[src/hw/return_stack_pkg.sv]
// Purpose: Shared constants for the circular return-address stack
// Assumes: One clock, synchronous active-high reset
// Notes: Widths and depth are fixed, not parameters
`default_nettype none
package return_stack_pkg;
  // ==========================================================
  // Geometry
  localparam int unsigned DEPTH = 16;
  localparam int unsigned PTR_W = 4;
  localparam int unsigned DATA_W = 16;
  // ==========================================================
  // Reset values and pointer landmarks
  localparam logic [3:0] PTR_RESET = 4'h0;
  localparam logic [3:0] PTR_TOP = 4'hF;
  localparam logic [3:0] PTR_STEP = 4'h1;
  localparam logic FLAG_RESET = 1'b1;
  localparam logic LOCK_RESET = 1'b0;
  localparam logic [15:0] DATA_RESET = 16'h0000;
  // ==========================================================
  // CPU status byte layout
  localparam int unsigned STATUS_W = 8;
  localparam int unsigned STATUS_FLAG_BIT = 5;
  localparam logic [7:0] STATUS_RESET = 8'h00;
endpackage
`default_nettype wire

[src/hw/stack_mem_if.sv]
// Purpose: Carrier between stack control and its entry storage
// Assumes: Single clock domain
// Notes: Read data returns one cycle after the read strobe
`default_nettype none
interface stack_mem_if;
  logic wr_en;
  logic [3:0] wr_addr;
  logic [15:0] wr_data;
  logic rd_en;
  logic [3:0] rd_addr;
  logic [15:0] rd_data;
  // ==========================================================
  // Control side drives strobes, storage side returns data
  modport ctrl (
    output wr_en, wr_addr, wr_data, rd_en, rd_addr,
    input rd_data
  );
  modport mem (
    input wr_en, wr_addr, wr_data, rd_en, rd_addr,
    output rd_data
  );
endinterface
`default_nettype wire

[src/hw/stack_entries.sv]
// Purpose: Sixteen by sixteen entry storage with registered read
// Assumes: Controller never reads and writes the same cycle
// Notes: Entries are cleared by reset for determinism only
`default_nettype none
module stack_entries (
  input wire logic clk,
  input wire logic reset,
  stack_mem_if.mem port
);
  typedef struct packed {
    logic [15:0][15:0] entries;
    logic [15:0] rd_data;
  } mem_state_type;

  mem_state_type state;
  mem_state_type next_state;

  // ==========================================================
  // Storage update
  // Write lands in the slot the pointer names; read is registered
  always_comb begin
    next_state = state;
    if (port.wr_en) begin
      next_state.entries[port.wr_addr] = port.wr_data;
    end
    if (port.rd_en) begin
      next_state.rd_data = state.entries[port.rd_addr];
    end
  end

  always_ff @(posedge clk) begin
    if (reset) begin
      state <= '0;
    end else begin
      state <= next_state;
    end
  end

  assign port.rd_data = state.rd_data;
endmodule
`default_nettype wire

[src/hw/circular_return_stack.sv]
// Purpose: Hidden circular return-address stack with space flag
// Assumes: Sequencer gives one-cycle push and pop strobes
// Notes: Push wins when push and pop arrive together
`default_nettype none
module circular_return_stack (
  input wire logic clk,
  input wire logic reset,
  input wire logic push,
  input wire logic [15:0] push_data,
  input wire logic pop,
  output logic [15:0] pop_data,
  output logic pop_valid,
  output logic stack_space_flag,
  output logic [7:0] status_flag_byte
);
  typedef struct packed {
    logic [3:0] ptr;
    logic lock;
    logic pop_valid;
  } ctrl_state_type;

  ctrl_state_type state;
  ctrl_state_type next_state;
  logic do_push;
  logic do_pop;

  stack_mem_if mem_bus ();

  stack_entries entries_u (
    .clk(clk),
    .reset(reset),
    .port(mem_bus.mem)
  );

  // ==========================================================
  // Event qualification
  // A collision is resolved toward push so a call is never lost
  assign do_push = push;
  assign do_pop = pop && !push;

  // ==========================================================
  // Pointer and lock update
  // No port reaches the pointer, so software can neither see nor
  // move it; the lock latch lives here and is set by a push at pointer 15
  always_comb begin
    next_state = state;
    next_state.pop_valid = do_pop;
    if (do_push) begin
      next_state.ptr = 4'(state.ptr + return_stack_pkg::PTR_STEP);
      if (state.ptr == return_stack_pkg::PTR_TOP) begin
        next_state.lock = 1'b1;
      end
    end else if (do_pop) begin
      next_state.ptr = 4'(state.ptr - return_stack_pkg::PTR_STEP);
    end
  end

  // Reset is the only way to release the lock
  always_ff @(posedge clk) begin
    if (reset) begin
      state.ptr <= return_stack_pkg::PTR_RESET;
      state.lock <= return_stack_pkg::LOCK_RESET;
      state.pop_valid <= 1'b0;
    end else begin
      state <= next_state;
    end
  end

  // ==========================================================
  // Storage strobes
  // Push writes the free slot, pop reads the most recent one;
  // overwrite of the oldest entry falls out of the modulo pointer
  assign mem_bus.wr_en = do_push;
  assign mem_bus.wr_addr = state.ptr;
  assign mem_bus.wr_data = push_data;
  assign mem_bus.rd_en = do_pop;
  assign mem_bus.rd_addr = 4'(state.ptr - return_stack_pkg::PTR_STEP);

  // ==========================================================
  // Outputs
  // Flag is derived, with no write path, so status writes are inert
  assign stack_space_flag = !state.lock &&
    (state.ptr != return_stack_pkg::PTR_TOP);
  always_comb begin
    status_flag_byte = return_stack_pkg::STATUS_RESET;
    status_flag_byte[return_stack_pkg::STATUS_FLAG_BIT] =
      stack_space_flag;
  end
  assign pop_data = mem_bus.rd_data;
  assign pop_valid = state.pop_valid;
endmodule
`default_nettype wire

[config.mk]
export PLATFORM = sky130hd
export DESIGN_NAME = circular_return_stack
export DESIGN_NICKNAME = d
export VERILOG_FILES = /design/src/hw/return_stack_pkg.sv /design/src/hw/stack_mem_if.sv /design/src/hw/stack_entries.sv /design/src/hw/circular_return_stack.sv
export SDC_FILE = /design/constraint.sdc
export NUM_CORES = 1
export LEC_CHECK = 0
export BUFFER_PORTS_ARGS = -buffer_cell sky130_fd_sc_hd__buf_2
export CAP_MARGIN = 20
export CORE_UTILIZATION = 45
export CTS_CLUSTER_DIAMETER = 150
export DETAILED_ROUTE_END_ITERATION = 6
export SLEW_MARGIN = 0
export SYNTH_ARGS = -nofsm -noshare
export SYNTH_HDL_FRONTEND = slang
export SYNTH_SLANG_ARGS = --single-unit
[constraint.sdc]
create_clock -name clk -period 4.75 [get_ports clk]
set_input_delay 0.475 -clock clk [delete_from_list [all_inputs] [get_ports clk]]
set_output_delay 0.475 -clock clk [all_outputs]
set_load 0.05 [all_outputs]
After elaboration in Yosys (flattened, before gate mapping). Cells that the tools add are included. W data, S select, Z words.

Input bits: 20. Register bits after elaboration: 278. Output and inout port bits: 26. Word-level logic and storage cells: 41.

$add $sub $neg: 2. Equal/unequal tests: 2. Magnitude comparators: 3. Mux-type cells: 7. Reductions and logical operators: 7.

Operators by type and width (number): $bwmux W256 (1); $bmux W16 S4 (1); $demux W16 S4 (1); $mux W16 (2); $lt A4 B5 Y1 const B (2); $mux W4 (2); $add A4 B1 Y4 const B (1); $eq A4 B4 Y1 const B (1); $ge A4 B1 Y1 const B (1); $ne A4 B4 Y1 const B (1); $sub A4 B1 Y4 const B (1); $logic_and A1 B1 Y1 (3); $logic_not A1 Y1 (2); $reduce_and A2 Y1 (1); $reduce_bool A2 Y1 (1).

Logic depth before layout (Yosys ltp). Gate-level depths: netlist (run 1).

Word-level depth: 5. Mapped depth: 12. Mapped depth without buffers: 8.

Hierarchy. From an unflattened synthesis (run 1), not the netlist that was laid out.

Cell total of the unflattened synthesis: 1493. Area total of the unflattened synthesis: 12192.9 µm².

Modules (own cells, without submodules): stack_entries (seq. area each 5445.2 µm², times used 1, area an instance 11806.3 µm², cells each 1448); circular_return_stack (seq. area each 120.1 µm², times used 1, area an instance 386.6 µm², cells each 45).

Worst setup path before layout (run 1). OpenSTA, ideal clock, no wires.

Path kind: register to register. Start point: register state, in the netlist mem_bus.wr_addr[0]. End point: register entries_u.state, in the netlist entries_u.port.rd_data[1]. Arrival: 2714 ps. Data required time: 4627 ps. Cell stages (with the launch flop): 11. Library setup time: 123 ps. Period minus slack after synthesis: 2837 ps. Buffers on the path: 4. Slack: 1913 ps. Path through: dfxtp_1 -> buf_6 -> buf_2 -> buf_2 -> inv_1 -> ha_1 -> buf_2 -> mux4_2 -> nor2b_1 -> nor4_2 -> o21ai_1.

Word-level cells in the longest chain between the ends: 3.

RTL lines: start, declared (line circular_return_stack.sv:22) `ctrl_state_type state;`; start signal, assigned (line circular_return_stack.sv:65) `state <= next_state;`; $sub A4 B1 Y4 (line circular_return_stack.sv:77) `assign mem_bus.rd_addr = 4'(state.ptr - return_stack_pkg::PTR_STEP);`; via entries_u.port.rd_addr[0] (line stack_mem_if.sv:19) `input wr_en, wr_addr, wr_data, rd_en, rd_addr,`; $bmux W16 S4 (line stack_entries.sv:27) `next_state.rd_data = state.entries[port.rd_addr];`; $mux W16 (not written as such) (line stack_entries.sv:27); end signal, assigned (line stack_entries.sv:35) `state <= next_state;`; end, declared (line stack_entries.sv:15) `mem_state_type state;`.

The timed path passes the listed nets, and every way through them passes these cells. The select of a mux whose other input is x is not followed. A chain may end at the register's enable or synchronous reset.

Worst setup path in the final report (run 1).
Start point: register state, in the netlist mem_bus.wr_addr[1]. End point: register entries_u.state, in the netlist entries_u.port.rd_data[12].

Word-level cells in the longest chain between the ends: 3.

RTL lines (line): $sub A4 B1 Y4 (circular_return_stack.sv:77); $bmux W16 S4 (stack_entries.sv:27); $mux W16 (not written as such) (stack_entries.sv:27).

No other way between the ends. The select of a mux whose other input is x is not followed.

==> results of run 1 <==
==> synthesized netlist by cell type <==
| cell | instances | area [sq um] |
|---|---|---|
| nor4_2 | 5 | 62.6 |
| buf_6 | 4 | 45.0 |
| nand4_1 | 1 | 6.26 |
| a2bb2oi_2 | 2 | 30.0 |
| or2_1 | 1 | 6.26 |
| a32oi_2 | 1 | 16.3 |
| nor2_2 | 1 | 6.26 |
| buf_2 | 29 | 145 |
| o32a_2 | 1 | 11.3 |
| nand2_1 | 539 | 2020 |
| nor4_1 | 11 | 68.8 |
| xnor2_1 | 3 | 26.3 |
| and2_1 | 1 | 6.26 |
| buf_12 | 2 | 40.0 |
| o21ai_1 | 17 | 85.1 |
| nand3_1 | 16 | 80.1 |
| o21ai_0 | 1 | 5.00 |
| a21oi_2 | 1 | 8.76 |
| clkbuf_1 | 76 | 285 |
| a21oi_1 | 258 | 1290 |
| mux4_2 | 64 | 1440 |
| nor2_1 | 27 | 101 |
| nor3_1 | 4 | 20.0 |
| nand2b_1 | 3 | 18.8 |
| buf_4 | 26 | 195 |
| a211oi_1 | 1 | 7.51 |
| ha_1 | 5 | 62.6 |
| conb_1 | 1 | 3.75 |
| dfxtp_1 | 278 | 5570 |
| inv_1 | 5 | 18.8 |
| nor2b_1 | 65 | 407 |
| buf_1 | 7 | 26.3 |
==> flip-flops by register name, summed over array words and instances, names as in the netlist <==
signal	cells
state	1
mem_bus.wr_addr	4
entries_u.port.rd_data	16
pop_valid	1
entries_u.state	256
==> cells by family after synthesis <==
family	Yosys count	share of synthesized area [%]
AO/OA/AOI/OAI	282	12.0
other	1	0.0309
adder cells (fa/ha/maj)	5	0.516
flip-flops	278	45.9
XOR/XNOR	3	0.217
multiplexers	64	11.9
buffers and inverters	149	6.24
AND/OR/NAND/NOR	674	23.2
==> routing by layer <==
metal	global-route usage, %	vias to the layer above	routed length [um]
li1	-	4697	-
met1	33.8	4718	15000
met2	43.0	320	16900
met3	4.34	61	2430
met4	7.27	0	724
met5	0	-	0
==> worst min-delay path: cells and delay by family <==
kind / cells / cell delay, ns
buf+inv: 1 / 0.13
xor+xnor: 1 / 0.12
simple gates: 2 / 0.09
==> metrics by stage <==
step / power (uW) / instance area [sq um]
3_5_place_dp: 3020 / 12200
4_1_cts: 5170 / 13100
2_1_floorplan: 2880 / 12100
5_1_grt: 5300 / 13100
6_report: 5130 / 13100
3_3_place_gp: 3010 / 12200
==> worst min-delay path by stage <==
stage,endpoint,slack [ns],cells after the start
finish,mem_bus.wr_addr[0]$_SDFFE_PP0P_,0.30,4
global route,mem_bus.wr_addr[0]$_SDFFE_PP0P_,0.33,4
CTS,mem_bus.wr_addr[0]$_SDFFE_PP0P_,0.29,4
detailed placement,entries_u.state[168]$_SDFFE_PP0P_,0.44,2
global placement,entries_u.state[209]$_SDFFE_PP0P_,0.44,2
floorplan,entries_u.port.rd_data[0]$_SDFFE_PP0P_,0.43,2
==> power by group <==
part | leakage [uW] | internal (uW) | total, uW | switching [uW]
Sequential | 0.00224 | 2380 | 2410 | 32.0
Combinational | 0.00155 | 167 | 561 | 393
Clock | 0.000452 | 1240 | 2160 | 921
==> cell usage in the layout (no fill, tap or decap), types with 15 or more instances in the layout <==
cell       count
a21oi_1      258
buf_4         15
nand3_1       16
dfxtp_1      277
nand2_1      539
o21ai_1       17
nor2_1        20
mux4_2        64
buf_2         37
clkbuf_16     29
nor2b_1       65
==> final cells by class <==
type / instances / area (sq um) / share of cell area, %
multi-input cells: 1035 / 5870 / 44.7
repair buffers: 54 / 339 / 2.59
inverters: 5 / 18.8 / 0.143
clock buffers: 45 / 866 / 6.60
flip-flops and latches: 278 / 5570 / 42.5
well taps: 335 / 419 / 3.20
clock inverters: 7 / 36.3 / 0.277
==> flow_metrics.env, run 1 <==
export IMPL_status="complete, but fails checks"
export IMPL_violations="design-rule violations"
export IMPL_post_cts_buffers=0
export IMPL_r2r_start="mem_bus.wr_addr[1]$_SDFFE_PP0P_"
export IMPL_insertedDiodeCount=0
export IMPL_cts_clk_slew_worst_paths_ns=0.06
export IMPL_timing_fmax_mhz=334
export IMPL_yosysSeqAreaShare_pct=45.9
export IMPL_clock_sinks=278
export IMPL_die_y_um=166
export IMPL_holdWs_ns=0.301
export IMPL_cts_buffers=29
export IMPL_rsz0062_at_grt="false"
export IMPL_grt_pass1_vias=9424
export IMPL_final_hold_viol_count=0
export IMPL_dp_cells=1706
export IMPL_dpl_hpwl_um=21100
export IMPL_fin_cells=1759
export IMPL_routed_wl_um=35000
export IMPL_avgSynthCellArea_sq_um=8.32
export IMPL_startpoint_type="flop"
export IMPL_syn_to_final_growth_pct=8.25
export IMPL_tightest_slew_ns=1.09
export IMPL_r2r_end="entries_u.port.rd_data[12]$_SDFFE_PP0P_"
export IMPL_antenna_found_initial=0
export IMPL_cts_root_buf="clkbuf_16"
export IMPL_crit_path_end="entries_u.port.rd_data[12]$_SDFFE_PP0P_"
export IMPL_die_x_um=166
export IMPL_rrSetupSlack_ns=1.75
export IMPL_setup_viol=0
export IMPL_worstPathCellList="inv_1, ha_4, buf_4, mux4_2, nor2b_1, nor4_1, o21ai_1"
export IMPL_r2r_cells=7
export IMPL_fin_crit_ns=3.00
export IMPL_crit_arrival_ns=3.39
export IMPL_first_pass_iters=7
export IMPL_dp_slack_ns=1.78
export IMPL_cp_slowest_stage_delay_ns=0.74
export IMPL_floorplan_initialDensity_pct=46.2
export IMPL_end_kind="flop"
export IMPL_place_congestion=0.833
export IMPL_grt_max_degree=155
export IMPL_synth_cells=1456
export IMPL_cts_tree="done"
export IMPL_htree_levels=1
export IMPL_worstPathRequired_ns=5.15
export IMPL_synth_seq_cells=278
export IMPL_timing_worst_setup_path_type="flop to flop"
export IMPL_wl_per_cell_um=19.9
export IMPL_ir_worst_vdd_mv=0.255
export IMPL_placementRows=59
export IMPL_crit_family="adder cells"
export IMPL_die_area_sq_um=27600
export IMPL_power_density_nw_per_um2=391
export IMPL_crit_buf_inv=2
export IMPL_cts_hold_buffers=0
export IMPL_fin_util_pct=50.1
export IMPL_synth_warning_count=0
export IMPL_hold_path_class="input port to flop"
export IMPL_cts_max_path_buffers=3
export IMPL_vias_per_cell=5.57
export IMPL_clock_skew_ns=0.0159
export IMPL_post_cts_resize_count=0
export IMPL_cp_slowest_cell="ha_4"
export IMPL_worstSetupPathDepth=7
export IMPL_grt_overflow_total=0
export IMPL_drive_gt1_share_pct=13.1
export IMPL_clock_latency_ns=0.55
export IMPL_cellLeakagePower_uw=0.00424
export IMPL_drv_slew=0
export IMPL_grt_pass1_wl_um=55100
export IMPL_ioPinCount=46
export IMPL_yosysUniqueCellTypes=32
export IMPL_ant_nets=0
export IMPL_num_vias=9796
export IMPL_min_from="pop"
export IMPL_nets=1428
export IMPL_final_setup_tns_ns=0
export IMPL_crit_start="mem_bus.wr_addr[1]$_SDFFE_PP0P_"
export IMPL_portBuffers=38
export IMPL_grt_util_all_layers_pct=25.6
export IMPL_slew_headroom_pct=27.4
export IMPL_syn_cell_area_sq_um=12100
export IMPL_crit_fanout=39
export IMPL_drt_iter0_markers=1001
export IMPL_maxCapViolations=0
export IMPL_drcViolationCount=2
export IMPL_layout_worst_path_cycle_share_pct=63.1
export IMPL_layout_setup_ws_ns=1.75
export IMPL_fillers=2497
export IMPL_core_sq_um=26200
Power figures use the tool's default switching activity.
==> run 2: changes to the inputs <==
Settings changed: ABC_AREA set to 1.
Clock period 4.75 ns to 2.6 ns, I/O delays scaled along.
==> run 2 against run 1 <==
  * Largest cell class is now sequential cells
  * Via count up 17%
  * Global-route usage up 1.1 points
  * Area after synthesis up 6.7%
  * The run now ends clean
  * Final area up 8.8%
  * Synthesized cell count up 29%
  * Sequential share of layout area down 3.4 points
  * Highest routed layer is now met5
==> flow_metrics.env, run 2 <==
export IMPL_antenna_found_initial=1
export IMPL_synthMostInstantiatedCell="inv_1"
export IMPL_place_congestion=0.883
export IMPL_end_kind="flop"
export IMPL_vias_per_cell=5.16
export IMPL_p_comb_share_pct=19.3
export IMPL_cts_max_path_buffers=3
export IMPL_syn_cell_area_sq_um=12900
export IMPL_max_flop_register="entries_u.state"
export IMPL_floorplan_initialDensity_pct=46.1
export IMPL_ioPinCount=46
export IMPL_post_cts_resize_count=0
export IMPL_nets=1845
export IMPL_synthTopCellsByCount="inv_1 (281), dfxtp_1 (278), nand2_1 (278)"
export IMPL_routed_wl_um=38900
export IMPL_holdWs_ns=0.0915
export IMPL_grt_overflow_total=0
export IMPL_clock_sinks=278
export IMPL_cp_slowest_stage_delay_ns=0.54
export IMPL_cts_clk_slew_worst_paths_ns=0.07
export IMPL_hold_path_class="input port to flop"
export IMPL_worstPathCellList="buf_12, ha_1, nand2_1, nor2_1, inv_1, buf_12, o21ai_0, a21oi_1"
export IMPL_swShare_pct=29.8
export IMPL_netSwitchingPower_uw=3450
export IMPL_insertedDiodeCount=0
export IMPL_final_setup_tns_ns=0
export IMPL_totalPowerFinal_uw=11500
export IMPL_async_reset_ff_share_pct=0
export IMPL_fin_crit_ns=2.29
export IMPL_multi_input_area_sq_um=5420
export IMPL_synthFlopType="dfxtp_1"
export IMPL_dpl_hpwl_um=23100
export IMPL_die_x_um=171
export IMPL_avgSynthCellArea_sq_um=6.88
export IMPL_synth_edf_count=0
export IMPL_crit_path_frequent_cell="buf_12"
export IMPL_portBuffers=38
export IMPL_synth_cells=1879
export IMPL_core_sq_um=28000
export IMPL_synth_top_area_share_pct=43.1
export IMPL_clkPwrFrac_pct=41.8
export IMPL_crit_fanout=148
export IMPL_synth_top_area_cell="dfxtp_1"
export IMPL_clock_skew_ns=0.00986
export IMPL_yosysSeqAreaShare_pct=43.1
export IMPL_cellLeakagePower_uw=0.00592
export IMPL_drcViolationCount=0
export IMPL_grt_util_all_layers_pct=26.7
export IMPL_seqCellArea_sq_um=5570
export IMPL_cp_slowest_cell="buf_12"
export IMPL_num_vias=11472
export IMPL_crit_family="buffers and inverters"
export IMPL_drive_gt1_share_pct=8.40
export IMPL_intPower_uw=8100
export IMPL_slew_headroom_pct=36.5
export IMPL_syn_to_final_growth_pct=10.4
export IMPL_setup_viol=0
export IMPL_timing_worst_setup_path_type="flop to flop"
export IMPL_grt_pass1_vias=10531
export IMPL_p_seq_share_pct=39.0
export IMPL_cts_hold_buffers=0
export IMPL_layout_cells_most_common="inv_1"
export IMPL_clock_latency_ns=0.56
export IMPL_synth_seq_cells=278
export IMPL_synth_warning_count=0
export IMPL_power_density_nw_per_um2=809
export IMPL_layout_worst_path_cycle_share_pct=88.0
export IMPL_crit_arrival_ns=2.73
export IMPL_layout_common_cells="inv_1 (279), nand2_1 (278), dfxtp_1 (277)"
export IMPL_status="completed"
export IMPL_crit_buf_inv=3
export IMPL_synth_area_top_cells="dfxtp_1 (43%), o21ai_0 (10%), a21oi_1 (9.3%)"
export IMPL_rsz0062_at_grt="false"
export IMPL_yosysUniqueCellTypes=30
export IMPL_post_cts_buffers=0
export IMPL_tightest_slew_ns=0.952
export IMPL_largest_reg_flops=256
export IMPL_grt_max_degree=149
export IMPL_die_area_sq_um=29400
export IMPL_fillers=2836
export IMPL_cts_buffers=31
export IMPL_wl_per_cell_um=17.5
export IMPL_final_hold_viol_count=0
export IMPL_ant_nets=0
export IMPL_placementRows=61
export IMPL_grt_pass1_wl_um=60300
export IMPL_drv_slew=0
export IMPL_ir_worst_vdd_mv=0.649
export IMPL_die_y_um=171
export IMPL_htree_levels=1
export IMPL_timing_fmax_mhz=437
export IMPL_first_pass_iters=5
export IMPL_worstPathRequired_ns=3.04
export IMPL_drt_iter0_markers=1081
export IMPL_cts_root_buf="clkbuf_16"
export IMPL_maxCapViolations=0
export IMPL_startpoint_type="flop"
export IMPL_cts_tree="done"
==> run 2: cell count changes in the layout (fill, tap and decap cells not counted), moves of 18 or more <==
cell,change
nand3_1,+200
nor2_1,+101
nor2b_1,-65
inv_1,+274
a21oi_1,-18
nand2_1,-261
o21ai_0,+257
mux4_2,-64
==> run 2: cells by family (layout without fill, tap and decap cells) <==
logic type,Yosys count,after routing,synth area share [%]
AO/OA/AOI/OAI,503,503,19.6
XOR/XNOR,3,3,0.407
adder cells (fa/ha/maj),5,5,0.484
buffers and inverters,458,418,15.4
flip-flops,278,278,43.1
other,1,7,0.0290
AND/OR/NAND/NOR,631,631,21.1
==> run 2: metal layers <==
metal / routed length, um / track usage, % / share of wire (%) / vias to the layer above
met5: 11 / 0 / 0.028 / -
met4: 1090 / 8.81 / 2.8 / 2
met3: 2400 / 4.99 / 6.2 / 57
met2: 17900 / 44.2 / 46 / 284
met1: 17500 / 34.8 / 45 / 5284
li1: - / - / - / 5845
==> run 2: per-stage QoR <==
step                      setup slack [ns]  area, sq um  utilization, %  instances
after global routing                 0.161        14300            50.9       2223
after global placement               0.435        13100            46.9       2165
final                                0.312        14300            50.9       2223
after detailed placement             0.329        13100            46.9       2165
after floorplan                      0.543        12900               -       1885
after CTS                            0.318        14300            50.9       2223
==> run 2: layout make-up <==
class,instances,share of cell area (%)
Clock inverter,16,1.64
Timing Repair Buffer,74,4.10
Multi-Input combinational cell,1149,38.0
Sequential cell,278,39.0
Clock buffer,42,6.36
Tap cell,378,3.32
Inverter,286,7.56
==> run 2: worst paths after layout <==
path / from / to / cells past startpoint / slack, ns
worst max register to register: mem_bus.wr_addr[0]$_SDFFE_PP0P_ / entries_u.state[104]$_SDFFE_PP0P_ / 8 / 0.31
worst max-delay path: mem_bus.wr_addr[0]$_SDFFE_PP0P_ / entries_u.state[104]$_SDFFE_PP0P_ / 8 / 0.31
worst min register to register: entries_u.state[55]$_SDFFE_PP0P_ / entries_u.state[55]$_SDFFE_PP0P_ / 2 / 0.45
worst min-delay path: pop / mem_bus.wr_addr[0]$_SDFFE_PP0P_ / 4 / 0.09
==> run 2: power groups by stage <==
| stage | clock, uW | combinational [uW] | sequential (uW) |
|---|---|---|---|
| 5_1_grt | 5060 | 2450 | 4520 |
| 2_1_floorplan | 0 | 1650 | 4560 |
| 6_report | 4820 | 2220 | 4500 |
| 4_1_cts | 4900 | 2210 | 4500 |
| 3_5_place_dp | 0 | 2200 | 4600 |
| 3_3_place_gp | 0 | 2180 | 4600 |
==> run 2: worst register-to-register path, cell delays in order, from the launching register on <==
cell	delay [ns]
dfxtp_4	0.38
buf_12	0.54
ha_1	0.32
nand2_1	0.10
nor2_1	0.14
inv_1	0.22
buf_12	0.24
o21ai_0	0.18
a21oi_1	0.06
==> run 3: changes to the inputs <==
Settings changed: CORE_UTILIZATION 45 to 50, PLACE_DENSITY set to 0.69.
==> run 3 against run 2 <==
  * Sequential cell count unchanged
  * First-iteration DRC count up 25%
  * Largest power group is now sequential cells
  * Largest cell class unchanged
  * Critical path type is now flop to output pin
  * Sequential power about the same
  * Clock power down 13%
  * Final cell count down 2.6%
  * Global-route usage up 0.63 points
  * Worst setup slack better by 0.0091 ns
==> flow_metrics.env, run 3 (synthesis gave the netlist of run 2 again) <==
export IMPL_status="completed"
export IMPL_final_setup_tns_ns=0
export IMPL_slew_headroom_pct=28.3
export IMPL_netSwitchingPower_uw=3330
export IMPL_swShare_pct=30.6
export IMPL_cts_root_buf="clkbuf_16"
export IMPL_post_cts_buffers=0
export IMPL_grt_pass1_vias=10574
export IMPL_fin_crit_ns=2.28
export IMPL_syn_to_final_growth_pct=8.21
export IMPL_startpoint_type="flop"
export IMPL_core_sq_um=25300
export IMPL_power_density_nw_per_um2=778
export IMPL_holdWs_ns=0.106
export IMPL_multi_input_area_sq_um=5420
export IMPL_drive_gt1_share_pct=7.47
export IMPL_grt_util_all_layers_pct=27.3
export IMPL_cts_tree="done"
export IMPL_clock_sinks=278
export IMPL_die_area_sq_um=26500
export IMPL_fin_util_pct=55.4
export IMPL_clkPwrFrac_pct=38.4
export IMPL_final_hold_viol_count=0
export IMPL_p_seq_share_pct=41.4
export IMPL_rsz0062_at_grt="false"
export IMPL_die_x_um=163
export IMPL_portBuffers=38
export IMPL_crit_fanout=43
export IMPL_placementRows=58
export IMPL_clock_skew_ns=0.0275
export IMPL_die_y_um=163
export IMPL_layout_common_cells="inv_1 (279), nand2_1 (278), dfxtp_1 (277)"
export IMPL_place_congestion=0.781
export IMPL_antenna_found_initial=0
export IMPL_tightest_slew_ns=1.07
export IMPL_grt_pass1_wl_um=56800
export IMPL_drt_iter0_markers=1353
export IMPL_layout_cells_most_common="inv_1"
export IMPL_first_pass_iters=5
export IMPL_worstPathRequired_ns=2.34
export IMPL_grt_overflow_total=0
export IMPL_setup_viol=0
export IMPL_seqCellArea_sq_um=5570
export IMPL_clock_latency_ns=0.56
export IMPL_p_comb_share_pct=20.2
export IMPL_cts_clk_slew_worst_paths_ns=0.06
export IMPL_insertedDiodeCount=0
export IMPL_crit_arrival_ns=2.02
export IMPL_end_kind="output pin"
export IMPL_max_flop_register="entries_u.state"
export IMPL_routed_wl_um=36100
export IMPL_vias_per_cell=5.38
export IMPL_hold_path_class="input port to flop"
export IMPL_cts_buffers=30
export IMPL_grt_max_degree=113
export IMPL_post_cts_resize_count=0
export IMPL_timing_worst_setup_path_type="flop to output pin"
export IMPL_ioPinCount=46
export IMPL_intPower_uw=7550
export IMPL_layout_setup_ws_ns=0.321
export IMPL_ant_nets=0
export IMPL_ir_worst_vdd_mv=0.465
export IMPL_dp_slack_ns=0.454
export IMPL_num_vias=11643
export IMPL_nets=1838
export IMPL_cellLeakagePower_uw=0.00579
export IMPL_htree_levels=1
export IMPL_floorplan_initialDensity_pct=51.2
export IMPL_maxCapViolations=0
export IMPL_layout_worst_path_cycle_share_pct=87.7
export IMPL_timing_fmax_mhz=439
export IMPL_wl_per_cell_um=16.7
export IMPL_drv_slew=0
export IMPL_dpl_hpwl_um=20800
export IMPL_drcViolationCount=0
export IMPL_cts_max_path_buffers=3
export IMPL_cts_hold_buffers=0
export IMPL_largest_reg_flops=256
export IMPL_fillers=2432
run 3: cell count changes in the layout (fill, tap and decap cells not counted), sizes merged:
cell	delta
clkinv	-4
bufinv	-6
inv	-2
clkbuf	+8
buf	-6
run 3: cell type report:
class | instances | area share [%]
clock buffers | 50 | 6.77
clock inverters | 4 | 0.251
inverters | 286 | 7.70
multi-input cells | 1149 | 38.8
flip-flops and latches | 278 | 39.8
well taps | 330 | 2.95
repair buffers | 68 | 3.74
run 3: per-layer routing:
layer | vias up | wire [um] | global-route usage [%]
met5 | - | 0 | 0
met4 | 0 | 1520 | 12.9
met3 | 84 | 2380 | 3.39
met2 | 343 | 16800 | 45.2
met1 | 5385 | 15500 | 35.3
li1 | 5831 | - | -
run 3: path summary, 6_finish.rpt:
kind | startpoint | endpoint | slack [ns] | cells after the start
hold reg to reg | entries_u.state[48]$_SDFFE_PP0P_ | entries_u.state[48]$_SDFFE_PP0P_ | 0.45 | 2
setup / recovery | mem_bus.wr_addr[0]$_SDFFE_PP0P_ | stack_space_flag | 0.32 | 6
hold / removal | push_data[4] | entries_u.state[260]$_SDFFE_PP0P_ | 0.11 | 3
setup reg to reg | mem_bus.wr_addr[1]$_SDFFE_PP0P_ | entries_u.state[232]$_SDFFE_PP0P_ | 0.42 | 7
run 3: per-stage QoR:
| stage | power (uW) | cells | instance area (sq um) |
|---|---|---|---|
| 2_1_floorplan | 6210 | 1885 | 12900 |
| 3_3_place_gp | 6720 | 2110 | 13000 |
| 3_5_place_dp | 6760 | 2111 | 13000 |
| 4_1_cts | 10900 | 2165 | 14000 |
| 5_1_grt | 11300 | 2165 | 14000 |
| 6_report | 10900 | 2165 | 14000 |
run 3: worst max-delay path, cell delays in order (launching register included):
cell	delay (ns)
dfxtp_4	0.36
buf_4	0.40
ha_1	0.24
nand3_1	0.10
nand2_1	0.12
inv_1	0.05
buf_2	0.20
run 3: power by group through the flow:
stage | Combinational, uW | Clock [uW] | Sequential [uW]
final | 2200 | 4180 | 4500
after global routing | 2400 | 4430 | 4510
after CTS | 2170 | 4240 | 4500
after detailed placement | 2170 | 0 | 4590
after global placement | 2130 | 0 | 4590
after floorplan | 1650 | 0 | 4560
